==> config.mk <==
export PLATFORM = sky130hd
export DESIGN_NAME = ebbs_top
export DESIGN_NICKNAME = d
export VERILOG_FILES = /design/src/ebbs_pkg.sv /design/src/ebbs_top.sv /design/src/ebbs_sync.sv /design/src/ebbs_regs.sv
export SDC_FILE = /design/constraint.sdc
export NUM_CORES = 1
export LEC_CHECK = 0
export BUFFER_PORTS_ARGS = -buffer_cell sky130_fd_sc_hd__buf_2
export CAP_MARGIN = 20
export CORE_AREA = 2 2 230 232
export DETAILED_ROUTE_END_ITERATION = 10
export DIE_AREA = 0 0 232 234
export MAX_ROUTING_LAYER = met4
export SYNTH_ARGS = -nofsm -noshare
export SYNTH_HDL_FRONTEND = slang
export SYNTH_SLANG_ARGS = --single-unit
==> constraint.sdc <==
create_clock -name pclk -period 8.1 [get_ports pclk]
set_input_delay 2.43 -clock pclk [delete_from_list [all_inputs] [get_ports pclk]]
set_output_delay 2.43 -clock pclk [all_outputs]
set_load 0.02 [all_outputs]
==> src/ebbs_pkg.sv <==
package ebbs_pkg;

  // Geometry
  localparam int          EBBS_NBLK       = 8;
  localparam int          EBBS_USER_IP_BLK = 1;

  // Register offsets (block index in paddr[10:8])
  localparam logic [7:0]  EBBS_CR0_OFF    = 8'h00;
  localparam logic [7:0]  EBBS_CR1_OFF    = 8'h04;
  localparam logic [7:0]  EBBS_CR2_OFF    = 8'h08;
  localparam logic [11:0] EBBS_STAT_OFF   = 12'h800;

  // Control register 0 fields
  localparam int          EBBS_READ_WAIT_COUNT_LSB  = 0;
  localparam int          EBBS_WRITE_WAIT_COUNT_LSB  = 8;
  localparam int          EBBS_SDLY_LSB   = 16;
  localparam int          EBBS_RDYEN_BIT  = 18;
  localparam int          EBBS_RDYPOL_BIT = 19;
  localparam int          EBBS_HALF_BIT   = 20;

  // Control register 1 fields
  localparam int          EBBS_RREC_LSB   = 0;
  localparam int          EBBS_WREC_LSB   = 4;
  localparam int          EBBS_GAP_LSB    = 8;
  localparam int          EBBS_PRWAIT_LSB = 16;
  localparam int          EBBS_PWWAIT_LSB = 24;

  // Control register 2 fields
  localparam int          EBBS_STRDLY_LSB = 0;

  // Writable bits and reset values
  localparam logic [31:0] EBBS_CR0_MASK   = 32'h001F_1F1F;
  localparam logic [31:0] EBBS_CR1_MASK   = 32'h1F1F_0F33;
  localparam logic [31:0] EBBS_CR2_MASK   = 32'h0000_0003;
  localparam logic [31:0] EBBS_CR0_RST    = 32'h0003_1F1F;
  localparam logic [31:0] EBBS_CR1_RST    = 32'h1F1F_0F33;
  localparam logic [31:0] EBBS_CR2_RST    = 32'h0000_0000;

  // Access sequencer states
  typedef enum logic [3:0] {
    EBBS_IDLE,
    EBBS_SELDLY,
    EBBS_START,
    EBBS_WAIT,
    EBBS_RDYWAIT,
    EBBS_END,
    EBBS_RECOV,
    EBBS_GAP,
    EBBS_HOLD
  } ebbs_state_t;

endpackage

==> src/ebbs_top.sv <==
`timescale 1ns/1ps
// Function
// - Per-block full or half data width
// - Half-width access floats upper data pins
// - Word address output spans 64-Mbyte block
// - Full width: byte lanes by four strobes
// - Half width: two strobes, A30, fourth high
// - Strobe n qualifies data byte lane n
// - Direction high read, low write; SDRAM untouched
// - Hold request granted by acknowledge output
// - One block select low; none for SDRAM
// - Idle: data floats, address kept, controls high
// - Select delay zero to three clocks
// - Start phase exactly one clock
// - Read and write waits zero to 31
// - Ready inactive adds waits until active
// - Ready active level is configurable
// - End phase exactly one clock
// - Read recovery zero to three clocks
// - Write recovery zero to three clocks
// - Next-access gap zero to fifteen clocks
// - Page waits and strobe delay configurable
// - Page timing for fills and DMA bursts
// - Block 1 goes to user IP bus
module ebbs_top
  import ebbs_pkg::*;
(
  input  wire logic        pclk,
  input  wire logic        presetn,
  input  wire logic        psel,
  input  wire logic        penable,
  input  wire logic        pwrite,
  input  wire logic [11:0] paddr,
  input  wire logic [31:0] pwdata,
  output logic      [31:0] prdata,
  output logic             pready,
  output logic             pslverr,
  input  wire logic        req_valid,
  output logic             req_ready,
  input  wire logic [2:0]  req_block,
  input  wire logic [25:0] req_addr,
  input  wire logic        req_write,
  input  wire logic [3:0]  req_be,
  input  wire logic [31:0] req_wdata,
  input  wire logic        req_page,
  input  wire logic        req_sdram,
  output logic             resp_valid,
  output logic      [31:0] resp_rdata,
  input  wire logic [31:0] ip_rdata,
  output logic             user_ip_bus_select,
  output logic      [23:0] ext_addr,
  input  wire logic [31:0] data_in,
  output logic      [31:0] data_out,
  output logic      [1:0]  data_oe,
  output logic             read_strobe_n,
  output logic      [3:0]  byte_write_strobe_n,
  output logic             read_write_n,
  output logic      [7:0]  block_select_n,
  input  wire logic        hold_req_n,
  output logic             bus_grant_out_n,
  input  wire logic        ready_in
);
  ebbs_state_t state;
  ebbs_state_t next_state;
  logic [4:0]  cnt;
  logic [4:0]  next_cnt;
  logic [31:0] sel_cr0, sel_cr1, sel_cr2;
  logic [31:0] status;
  logic [31:0] data_sync;
  logic        hold_sync_n, ready_sync;
  logic        take;

  // Latched attributes of the access in flight
  logic [2:0]  cur_blk;
  logic        cur_write, cur_half, cur_sdram, cur_ip;
  logic [3:0]  cur_be;
  logic [4:0]  cur_wait;
  logic [1:0]  cur_sdly, cur_rec;
  logic [3:0]  cur_gap;
  logic        cur_rdyen, cur_rdypol;
  logic [1:0]  str_left;
  logic        a30;

  // Phase and strobe qualifiers
  logic        strobe_phase, sel_phase, strobe_on, ready_act;

  ebbs_regs u_regs (
    .pclk    (pclk),
    .presetn (presetn),
    .psel    (psel),
    .penable (penable),
    .pwrite  (pwrite),
    .paddr   (paddr),
    .pwdata  (pwdata),
    .prdata  (prdata),
    .pready  (pready),
    .pslverr (pslverr),
    .blk     (req_block),
    .status  (status),
    .sel_cr0 (sel_cr0),
    .sel_cr1 (sel_cr1),
    .sel_cr2 (sel_cr2)
  );

  // Pin inputs into the clock domain
  ebbs_sync #(.W(1), .RST(1'b1)) u_hold_sync (
    .pclk    (pclk),
    .presetn (presetn),
    .d       (hold_req_n),
    .q       (hold_sync_n)
  );

  ebbs_sync #(.W(1), .RST(1'b0)) u_rdy_sync (
    .pclk    (pclk),
    .presetn (presetn),
    .d       (ready_in),
    .q       (ready_sync)
  );

  ebbs_sync #(.W(32), .RST(32'h0000_0000)) u_data_sync (
    .pclk    (pclk),
    .presetn (presetn),
    .d       (data_in),
    .q       (data_sync)
  );

  // Request acceptance only when idle and not granted away
  assign req_ready = (state == EBBS_IDLE) && hold_sync_n;
  assign take      = req_valid && req_ready;

  // Configured ready level counts as active
  assign ready_act = (ready_sync == cur_rdypol);

  assign status = {28'h000_0000, state};

  // Latch the selected block's timing at acceptance
  always_ff @(posedge pclk or negedge presetn) begin
    if (!presetn) begin
      cur_blk    <= 3'h0;
      cur_write  <= 1'b0;
      cur_half   <= 1'b0;
      cur_sdram  <= 1'b0;
      cur_ip     <= 1'b0;
      cur_be     <= 4'h0;
      cur_wait   <= 5'h00;
      cur_sdly   <= 2'h0;
      cur_rec    <= 2'h0;
      cur_gap    <= 4'h0;
      cur_rdyen  <= 1'b0;
      cur_rdypol <= 1'b0;
    end else if (take) begin
      cur_blk    <= req_block;
      cur_write  <= req_write;
      cur_half   <= sel_cr0[EBBS_HALF_BIT];
      cur_sdram  <= req_sdram;
      cur_ip     <= req_block == 3'(EBBS_USER_IP_BLK);
      cur_be     <= req_be;
      cur_sdly   <= sel_cr0[EBBS_SDLY_LSB +: 2];
      cur_rdyen  <= sel_cr0[EBBS_RDYEN_BIT];
      cur_rdypol <= sel_cr0[EBBS_RDYPOL_BIT];
      cur_gap    <= sel_cr1[EBBS_GAP_LSB +: 4];
      // Page timing replaces the normal wait for bursts
      if (req_page)
        cur_wait <= req_write ? sel_cr1[EBBS_PWWAIT_LSB +: 5]
                              : sel_cr1[EBBS_PRWAIT_LSB +: 5];
      else
        cur_wait <= req_write ? sel_cr0[EBBS_WRITE_WAIT_COUNT_LSB +: 5]
                              : sel_cr0[EBBS_READ_WAIT_COUNT_LSB +: 5];
      cur_rec    <= req_write ? sel_cr1[EBBS_WREC_LSB +: 2]
                              : sel_cr1[EBBS_RREC_LSB +: 2];
    end
  end

  // Address held from acceptance until the next access
  always_ff @(posedge pclk or negedge presetn) begin
    if (!presetn) begin
      ext_addr <= 24'h00_0000;
      a30      <= 1'b1;
    end else if (take) begin
      ext_addr <= req_addr[25:2];
      a30      <= req_addr[1];
    end
  end

  // Write data held for the whole access
  always_ff @(posedge pclk or negedge presetn) begin
    if (!presetn)
      data_out <= 32'h0000_0000;
    else if (take)
      data_out <= req_wdata;
  end

  // Phase sequencer
  always_comb begin
    next_state = state;
    next_cnt   = cnt;
    unique case (state)
      EBBS_IDLE: begin
        if (!hold_sync_n) begin
          next_state = EBBS_HOLD;
        end else if (take) begin
          if (sel_cr0[EBBS_SDLY_LSB +: 2] != 2'h0) begin
            next_state = EBBS_SELDLY;
            next_cnt   = 5'(sel_cr0[EBBS_SDLY_LSB +: 2] - 2'h1);
          end else begin
            next_state = EBBS_START;
          end
        end
      end
      EBBS_SELDLY: begin
        if (cnt == 5'h00)
          next_state = EBBS_START;
        else
          next_cnt = cnt - 5'h01;
      end
      EBBS_START: begin
        // One clock only, then wait, ready check or end
        if (cur_wait != 5'h00) begin
          next_state = EBBS_WAIT;
          next_cnt   = cur_wait - 5'h01;
        end else if (cur_rdyen && !ready_act) begin
          next_state = EBBS_RDYWAIT;
        end else begin
          next_state = EBBS_END;
        end
      end
      EBBS_WAIT: begin
        if (cnt != 5'h00)
          next_cnt = cnt - 5'h01;
        else if (cur_rdyen && !ready_act)
          next_state = EBBS_RDYWAIT;
        else
          next_state = EBBS_END;
      end
      EBBS_RDYWAIT: begin
        if (ready_act)
          next_state = EBBS_END;
      end
      EBBS_END: begin
        // One clock only, then recovery, gap or idle
        if (cur_rec != 2'h0) begin
          next_state = EBBS_RECOV;
          next_cnt   = 5'(cur_rec - 2'h1);
        end else if (cur_gap != 4'h0) begin
          next_state = EBBS_GAP;
          next_cnt   = 5'(cur_gap - 4'h1);
        end else begin
          next_state = EBBS_IDLE;
        end
      end
      EBBS_RECOV: begin
        if (cnt != 5'h00) begin
          next_cnt = cnt - 5'h01;
        end else if (cur_gap != 4'h0) begin
          next_state = EBBS_GAP;
          next_cnt   = 5'(cur_gap - 4'h1);
        end else begin
          next_state = EBBS_IDLE;
        end
      end
      EBBS_GAP: begin
        if (cnt == 5'h00)
          next_state = EBBS_IDLE;
        else
          next_cnt = cnt - 5'h01;
      end
      EBBS_HOLD: begin
        if (hold_sync_n)
          next_state = EBBS_IDLE;
      end
      default: begin
        next_state = EBBS_IDLE;
      end
    endcase
  end

  // State and phase counter
  always_ff @(posedge pclk or negedge presetn) begin
    if (!presetn) begin
      state <= EBBS_IDLE;
      cnt   <= 5'h00;
    end else begin
      state <= next_state;
      cnt   <= next_cnt;
    end
  end

  // Strobe delay counted from the start phase
  always_ff @(posedge pclk or negedge presetn) begin
    if (!presetn)
      str_left <= 2'h0;
    else if (take)
      str_left <= sel_cr2[EBBS_STRDLY_LSB +: 2];
    else if (strobe_phase && str_left != 2'h0)
      str_left <= str_left - 2'h1;
  end

  // Phase windows
  assign strobe_phase = state == EBBS_START || state == EBBS_WAIT ||
                        state == EBBS_RDYWAIT || state == EBBS_END;
  assign sel_phase    = strobe_phase || state == EBBS_RECOV;
  assign strobe_on    = strobe_phase && str_left == 2'h0 && !cur_sdram &&
                        !cur_ip;

  // Block selects: one low for the block, none for SDRAM
  always_comb begin
    block_select_n = 8'hFF;
    if (sel_phase && !cur_sdram)
      block_select_n[cur_blk] = 1'b0;
  end

  assign user_ip_bus_select = sel_phase && cur_ip && !cur_sdram;

  // Read strobe and direction
  assign read_strobe_n = !(strobe_on && !cur_write);
  assign read_write_n  = !(sel_phase && cur_write && !cur_sdram);

  // Byte lane write strobes
  always_comb begin
    byte_write_strobe_n = 4'hF;
    if (cur_half) begin
      byte_write_strobe_n[0] = !(strobe_on && cur_write && cur_be[0]);
      byte_write_strobe_n[1] = !(strobe_on && cur_write && cur_be[1]);
      byte_write_strobe_n[2] = a30;
    end else begin
      byte_write_strobe_n = ~({4{strobe_on && cur_write}} & cur_be);
    end
  end

  // Data drivers: lower half always, upper only full width
  always_comb begin
    data_oe = 2'b00;
    if (sel_phase && cur_write && !cur_sdram && !cur_ip) begin
      data_oe[0] = 1'b1;
      data_oe[1] = !cur_half;
    end
  end

  // Grant while the bus is handed over
  assign bus_grant_out_n = state != EBBS_HOLD;

  // Completion and read capture at the end phase
  always_ff @(posedge pclk or negedge presetn) begin
    if (!presetn) begin
      resp_valid <= 1'b0;
      resp_rdata <= 32'h0000_0000;
    end else begin
      resp_valid <= state == EBBS_END;
      if (state == EBBS_END && !cur_write) begin
        if (cur_ip)
          resp_rdata <= ip_rdata;
        else if (cur_half)
          resp_rdata <= {16'h0000, data_sync[15:0]};
        else
          resp_rdata <= data_sync;
      end
    end
  end
endmodule // ebbs_top

==> src/ebbs_sync.sv <==
`timescale 1ns/1ps
// Two-stage synchroniser for pin inputs
module ebbs_sync #(
  parameter int          W   = 1,
  parameter logic [W-1:0] RST = '0
) (
  input  wire logic         pclk,
  input  wire logic         presetn,
  input  wire logic [W-1:0] d,
  output logic      [W-1:0] q
);
  logic [W-1:0] meta;

  // First stage read only by second stage
  always_ff @(posedge pclk or negedge presetn) begin
    if (!presetn) begin
      meta <= RST;
      q    <= RST;
    end else begin
      meta <= d;
      q    <= meta;
    end
  end
endmodule // ebbs_sync

==> src/ebbs_regs.sv <==
`timescale 1ns/1ps
// APB register file: three control words per block plus status
module ebbs_regs
  import ebbs_pkg::*;
(
  input  wire logic        pclk,
  input  wire logic        presetn,
  input  wire logic        psel,
  input  wire logic        penable,
  input  wire logic        pwrite,
  input  wire logic [11:0] paddr,
  input  wire logic [31:0] pwdata,
  output logic      [31:0] prdata,
  output logic             pready,
  output logic             pslverr,
  input  wire logic [2:0]  blk,
  input  wire logic [31:0] status,
  output logic      [31:0] sel_cr0,
  output logic      [31:0] sel_cr1,
  output logic      [31:0] sel_cr2
);
  logic [31:0] cr0 [EBBS_NBLK];
  logic [31:0] cr1 [EBBS_NBLK];
  logic [31:0] cr2 [EBBS_NBLK];
  logic [2:0]  ab;
  logic        hit0, hit1, hit2, hits;

  // Address decode
  assign ab   = paddr[10:8];
  assign hit0 = !paddr[11] && paddr[7:0] == EBBS_CR0_OFF;
  assign hit1 = !paddr[11] && paddr[7:0] == EBBS_CR1_OFF;
  assign hit2 = !paddr[11] && paddr[7:0] == EBBS_CR2_OFF;
  assign hits = paddr == EBBS_STAT_OFF;
  assign pready  = 1'b1;
  assign pslverr = psel && penable && !(hit0 || hit1 || hit2 || hits ||
                   1'b0) ? 1'b1 : 1'b0;

  // Per-block configuration storage
  generate
    for (genvar i = 0; i < EBBS_NBLK; i++) begin : g_blk
      always_ff @(posedge pclk or negedge presetn) begin
        if (!presetn) begin
          cr0[i] <= EBBS_CR0_RST;
          cr1[i] <= EBBS_CR1_RST;
          cr2[i] <= EBBS_CR2_RST;
        end else if (psel && penable && pwrite && ab == 3'(i)) begin
          if (hit0) cr0[i] <= pwdata & EBBS_CR0_MASK;
          if (hit1) cr1[i] <= pwdata & EBBS_CR1_MASK;
          if (hit2) cr2[i] <= pwdata & EBBS_CR2_MASK;
        end
      end
    end
  endgenerate

  // Read mux, zero for unmapped
  always_comb begin
    prdata = 32'h0000_0000;
    if (hit0) prdata = cr0[ab];
    if (hit1) prdata = cr1[ab];
    if (hit2) prdata = cr2[ab];
    if (hits) prdata = status;
  end

  assign sel_cr0 = cr0[blk];
  assign sel_cr1 = cr1[blk];
  assign sel_cr2 = cr2[blk];
endmodule // ebbs_regs

==> qor.yml, run 1 <==
fin_util: 0.516
drtIter0Drc: 760
crit_type: "in -> out"
maxSlewViolCount: 0
synth_edf_count: 0
cp-start-kind: "input pin"
wl_per_cell_um: 23.4
drive_gt1_frac: 0.585
cts_tree: "built"
synth_cells: 1614
avgViaCountPerCell: 5.71
cts-buffers-inserted: 53
core_mm2: 0.0520
maxSlewHeadroom: 0.239
dp_hpwl_um: 39100
cts_resized: 0
path_clk_slew_ns: 0.06
final_hold_viol_count: 0
synth_ff_type: "dfstp_2"
synth_xor_area_frac: 0.00343
synthAdderAreaFrac: 0.00381
cts_buffer_depth: 3
gp_congestion: 0.837
cpPeakStageDelay_ns: 0.70
antenna_found_initial: 3
pwr-share-seq: 0.417
rows: 84
synth_top_family_by_area: "multiplexers"
die_area_mm2: 0.0543
yosys.area_share.simple: 0.0462
path_cells: "buf_4 > buf_4 > mux4_2 > mux2i_1 > o22ai_1 > buf_2"
synth.distinct_cells: 67
grt_pass1_vias: 15311
p_leak_nw: 11.9
comb_power_share: 0.231
avgSynthCellArea_um2: 14.3
finalCriticalPeriod_ns: 7.18
cp-end-kind: "output pin"
dieHeight_um: 234
ys_warn_count: 0
finalCritPeriodShare: 0.886
setup_tns_ns: 0
max_slew.worst_pin.slew_ns: 1.14
required_ns: 5.67
overflow: 0
crit_path_frequent_cell: "buf_4"
max_freq_ghz: 0.139
p_sw_frac: 0.310
cts_setup_buffers: 0
start_util: 0.442
cp_num_buf_inv: 3
fin_nets: 2070
async_reset_ff_frac: 1.00
cap_violations: 0
internal_power_mw: 4.80
crit_fanout: 49
drc: 0
synth_compound_area_frac: 0.0525
cp_slowest_cell: "buf_4"
yosysSeqAreaShare: 0.528
wirelength_um: 61200
port_buffers: 301
layout_common_cells: "mux2_2 (348), buf_2 (297), dfstp_2 (243)"
h-tree-depth: 2
die_w_um: 232
io_pins: 326
rsz0062_at_grt: "no"
power_density_mw_per_mm2: 259
cts.sinks: 473
switching_power_mw: 2.16
ys_seq_elements: 473
vdd_drop_max_v: 0.000156
clock_latency_ns: 0.61
hp-class: "reg -> reg"
final_common_cell: "mux2_2"
grtUsageTotal: 0.233
final_antenna_net_count: 0
status: "completed"
setup_viol: 0
synth.area.mux_share: 0.336
finalClockSkew_ns: 0.0250
synth_area_mm2: 0.0230
vias: 14913
grt_max_degree: 125
grt_pass1_wl_um: 93000
root_buffer: "clkbuf_16"
critPathTopFamily: "buffers and inverters"
arrival_ns: 4.75
syn_to_final_growth_pct: 16.6
clockPowerShare: 0.352
drtPass1Iterations: 5
cts_hold_buf: 0
power by group through the flow:
| stage | sequential, mW | combinational [mW] | clock [mW] |
|---|---|---|---|
| 2_1_floorplan | 3.14 | 0.830 | 0 |
| 3_3_place_gp | 2.92 | 1.59 | 0 |
| 6_report | 2.90 | 1.60 | 2.45 |
| 3_5_place_dp | 2.94 | 1.61 | 0 |
| 4_1_cts | 2.90 | 1.62 | 2.52 |
| 5_1_grt | 2.94 | 1.75 | 2.62 |
cells in the mapped netlist (9+ instances only):
master    number  area [µm²]
o21ai_0       18        90.1
nand2b_1      12        75.1
buf_2         22         110
mux4_2       102        2300
nor2b_1       13        81.3
a221oi_1      10        87.6
nand2_2        9        56.3
clkbuf_1      57         214
nor3_1        11        55.1
a22oi_1       35         263
nor2_1        68         255
buf_4         22         165
xnor2_1        9        78.8
dfstp_2      243        6380
mux2i_1      150        1500
a21oi_1       60         300
o22ai_1       23         144
inv_1         13        48.8
a22o_1        10        87.6
buf_1         17        63.8
mux2_2       348        3920
dfrtp_1      230        5760
nand2_1       39         146
area by class of cell:
cell class / count / area, µm²
fill: 4522 / 25200
sequential: 473 / 12100
multi-input combinational: 1012 / 10200
timing repair buffer: 326 / 1740
clock buffer: 85 / 1570
tap: 688 / 861
clock inverter: 14 / 224
inverter: 13 / 48.8
antenna: 3 / 7.51
flip-flops by register name, summed over array words and instances (netlist names), 2 cells and up:
| signal | flops |
|---|---|
| u_regs.cr1 | 144 |
| u_data_sync.q | 32 |
| cur_rec | 2 |
| cur_blk | 3 |
| cur_be | 4 |
| ext_addr | 24 |
| cnt | 5 |
| cur_wait | 5 |
| state | 4 |
| u_regs.cr2 | 16 |
| u_data_sync.meta | 32 |
| data_out | 32 |
| resp_rdata | 32 |
| str_left | 2 |
| cur_gap | 4 |
| u_regs.cr0 | 120 |
metal layers:
layer	routed length, µm	vias up	GRT usage	part of all wire
met2	30400	426	0.390	0.50
met3	3030	119	0.0373	0.049
li1	-	6560	-	-
met4	1660	0	0.0727	0.027
met5	0	-	-	0
met1	26200	7808	0.291	0.43
per-stage QoR:
stage,total power [mW],hold slack (ns),setup slack [ns],cells,area (µm²)
2_1_floorplan,3.97,0.331,1.65,1624,23000
3_3_place_gp,4.51,0.332,0.884,2511,25000
3_5_place_dp,4.55,0.335,0.845,2511,25000
4_1_cts,7.04,0.345,0.843,2610,26800
5_1_grt,7.32,0.349,0.710,2614,26800
6_report,6.96,0.346,0.920,2614,26800
path summary, 6_finish.rpt:
kind	startpoint	endpoint	slack [ns]	cells past startpoint
min in group asynchronous	presetn	resp_rdata[17]$_DFFE_PN0P_	1.85	1
min	u_data_sync.meta[12]$_DFF_PN0_	u_data_sync.q[12]$_DFF_PN0_	0.35	0
max	paddr[8]	prdata[10]	0.92	6
max reg2reg	state[0]$_DFFE_PN0P_	data_out[23]$_DFFE_PN0P_	5.22	6
max in group asynchronous	presetn	ext_addr[1]$_DFFE_PN0P_	4.69	2
min reg2reg	u_data_sync.meta[12]$_DFF_PN0_	u_data_sync.q[12]$_DFF_PN0_	0.35	0
cells by family after synthesis:
group                      after synthesis
muxes                                  601
DFF                                    473
and+or+nand+nor                        197
AOI/OAI and AO/OA                      186
buffers and inverters                  139
xor gates and xnor gates                 9
adders and majority gates                7
other                                    2
Note: power is estimated with default switching activity, not from simulation.
==> run 2: changes to the inputs <==
--- a/config.mk
+++ b/config.mk
@@ -8,6 +8,7 @@
 export BUFFER_PORTS_ARGS = -buffer_cell sky130_fd_sc_hd__buf_2
 export CAP_MARGIN = 20
 export CORE_AREA = 2 2 230 232
+export CTS_BUF_LIST = sky130_fd_sc_hd__clkbuf_4
 export DETAILED_ROUTE_END_ITERATION = 10
 export DIE_AREA = 0 0 232 234
 export MAX_ROUTING_LAYER = met4
==> run 2 against run 1 <==
Effect of this change: sequential share of layout area barely moved; die area did not move; non-clock buffer count did not move; global-route usage rose by 0.45 points; flip-flop and latch count did not move; final cell count rose by 5.0%; count of clock-buffer cells in the layout rose by 100; critical path depth did not move; first-iteration DRC count rose by 0.66%; critical endpoint unchanged; largest cell class unchanged; largest power group unchanged; highest routed layer unchanged.
==> qor.yml, run 2 (same netlist as run 1, synthesis figures left out) <==
status: "completed"
grtUsageTotal: 0.238
max_freq_ghz: 0.140
die_area_mm2: 0.0543
drtIter0Drc: 765
gp_congestion: 0.837
start_util: 0.442
p_leak_nw: 12.0
hold_end: "u_data_sync.q[15]$_DFF_PN0_"
r2r-end: "cur_rec[1]$_DFFE_PN0P_"
fin_nets: 2148
crit_type: "in -> out"
cts.sinks: 473
dp_hpwl_um: 39100
final-instance-count-excl-fill: 2746
wl_per_cell_um: 22.4
r2r_cells: 6
switching_power_mw: 2.20
wirelength_um: 61600
comb_power_share: 0.236
power_density_mw_per_mm2: 253
cts_tree: "built"
rows: 84
required_ns: 5.67
overflow: 0
rrSetupSlack_ns: 5.17
syn_to_final_growth_pct: 16.5
vdd_drop_max_v: 0.000109
min_path_cells: 0
root_buffer: "clkbuf_4"
drtPass1Iterations: 7
io_pins: 326
die_w_um: 232
pwr-share-seq: 0.427
arrival_ns: 4.72
cts_resized: 0
setup_tns_ns: 0
cts_setup_buffers: 0
dieHeight_um: 234
grt_max_degree: 125
hp-class: "reg -> reg"
drc: 0
antenna_found_initial: 5
max_slew.worst_pin.slew_ns: 1.15
p_sw_frac: 0.324
finalCritPeriodShare: 0.883
cp-end-kind: "output pin"
finalClockSkew_ns: 0.0384
vias: 15244
cap_violations: 0
port_buffers: 301
final_common_cell: "mux2_2"
cp-start-kind: "input pin"
top_register: "u_regs.cr1"
layout_common_cells: "mux2_2 (348), buf_2 (297), dfstp_2 (243)"
setup_viol: 0
h-tree-depth: 4
crit_fanout: 49
cts_buffer_depth: 3
largest_reg_flops: 144
crit_start: "paddr[8]"
hp-start: "u_data_sync.meta[15]$_DFF_PN0_"
clockPowerShare: 0.337
reg.largest.list: "u_regs.cr1 x144, u_regs.cr0 x120"
rsz0062_at_grt: "no"
dp_cells: 2511
finalCriticalPeriod_ns: 7.15
maxSlewViolCount: 0
final_hold_viol_count: 0
cts-buffers-inserted: 131
path_clk_slew_ns: 0.06
internal_power_mw: 4.59
grt_pass1_vias: 15921
cts_hold_buf: 0
clock_latency_ns: 0.97
final_antenna_net_count: 0
fin_util: 0.515
avgViaCountPerCell: 5.55
reg2reg_from: "state[0]$_DFFE_PN0P_"
core_mm2: 0.0520
grt_pass1_wl_um: 93900
drive_gt1_frac: 0.608
maxSlewHeadroom: 0.228
==> run 2: how the worst max path moves through the flow <==
stage	endpoint	slack [ns]	depth (start not counted)
3_5_place_dp	prdata[8]	0.84	6
5_1_grt	prdata[8]	0.71	6
4_1_cts	prdata[8]	0.84	6
3_3_place_gp	prdata[8]	0.88	6
6_report	prdata[10]	0.95	6
2_1_floorplan	prdata[16]	1.65	5
==> run 2: final cells by class <==
type                       instances  area, µm²
fill                            4617      25200
sequential                       473      12100
multi-input combinational       1012      10200
timing repair buffer             326       1740
clock buffer                     185       1390
tap                              688        861
clock inverter                    42        365
inverter                          13       48.8
antenna                            7       17.5
==> run 2: critical path, stage by stage <==
cell,delay [ns]
buf_4,0.70
buf_4,0.45
mux4_2,0.56
mux2i_1,0.17
o22ai_1,0.15
buf_2,0.22
==> run 2: per-layer routing <==
| metal | part of all wire | vias up | track usage |
|---|---|---|---|
| met5 | 0 | - | - |
| met4 | 0.022 | 0 | 0.0843 |
| met3 | 0.053 | 95 | 0.0573 |
| met2 | 0.49 | 476 | 0.388 |
| met1 | 0.43 | 7873 | 0.289 |
| li1 | - | 6800 | - |
==> run 2: metrics by stage <==
step	cell area [µm²]	power, mW	worst slack, ns	hold slack (ns)
2_1_floorplan	23000	3.97	1.65	0.331
3_3_place_gp	25000	4.51	0.884	0.332
3_5_place_dp	25000	4.55	0.845	0.335
4_1_cts	26800	6.89	0.843	0.346
5_1_grt	26800	7.20	0.715	0.350
6_report	26800	6.79	0.949	0.339
==> run 2: power groups by stage <==
stage | registers [mW] | logic (mW) | clock network, mW
after CTS | 2.90 | 1.61 | 2.37
after global routing | 2.94 | 1.75 | 2.51
final | 2.90 | 1.60 | 2.29
after global placement | 2.92 | 1.59 | 0
after floorplan | 3.14 | 0.830 | 0
after detailed placement | 2.94 | 1.61 | 0
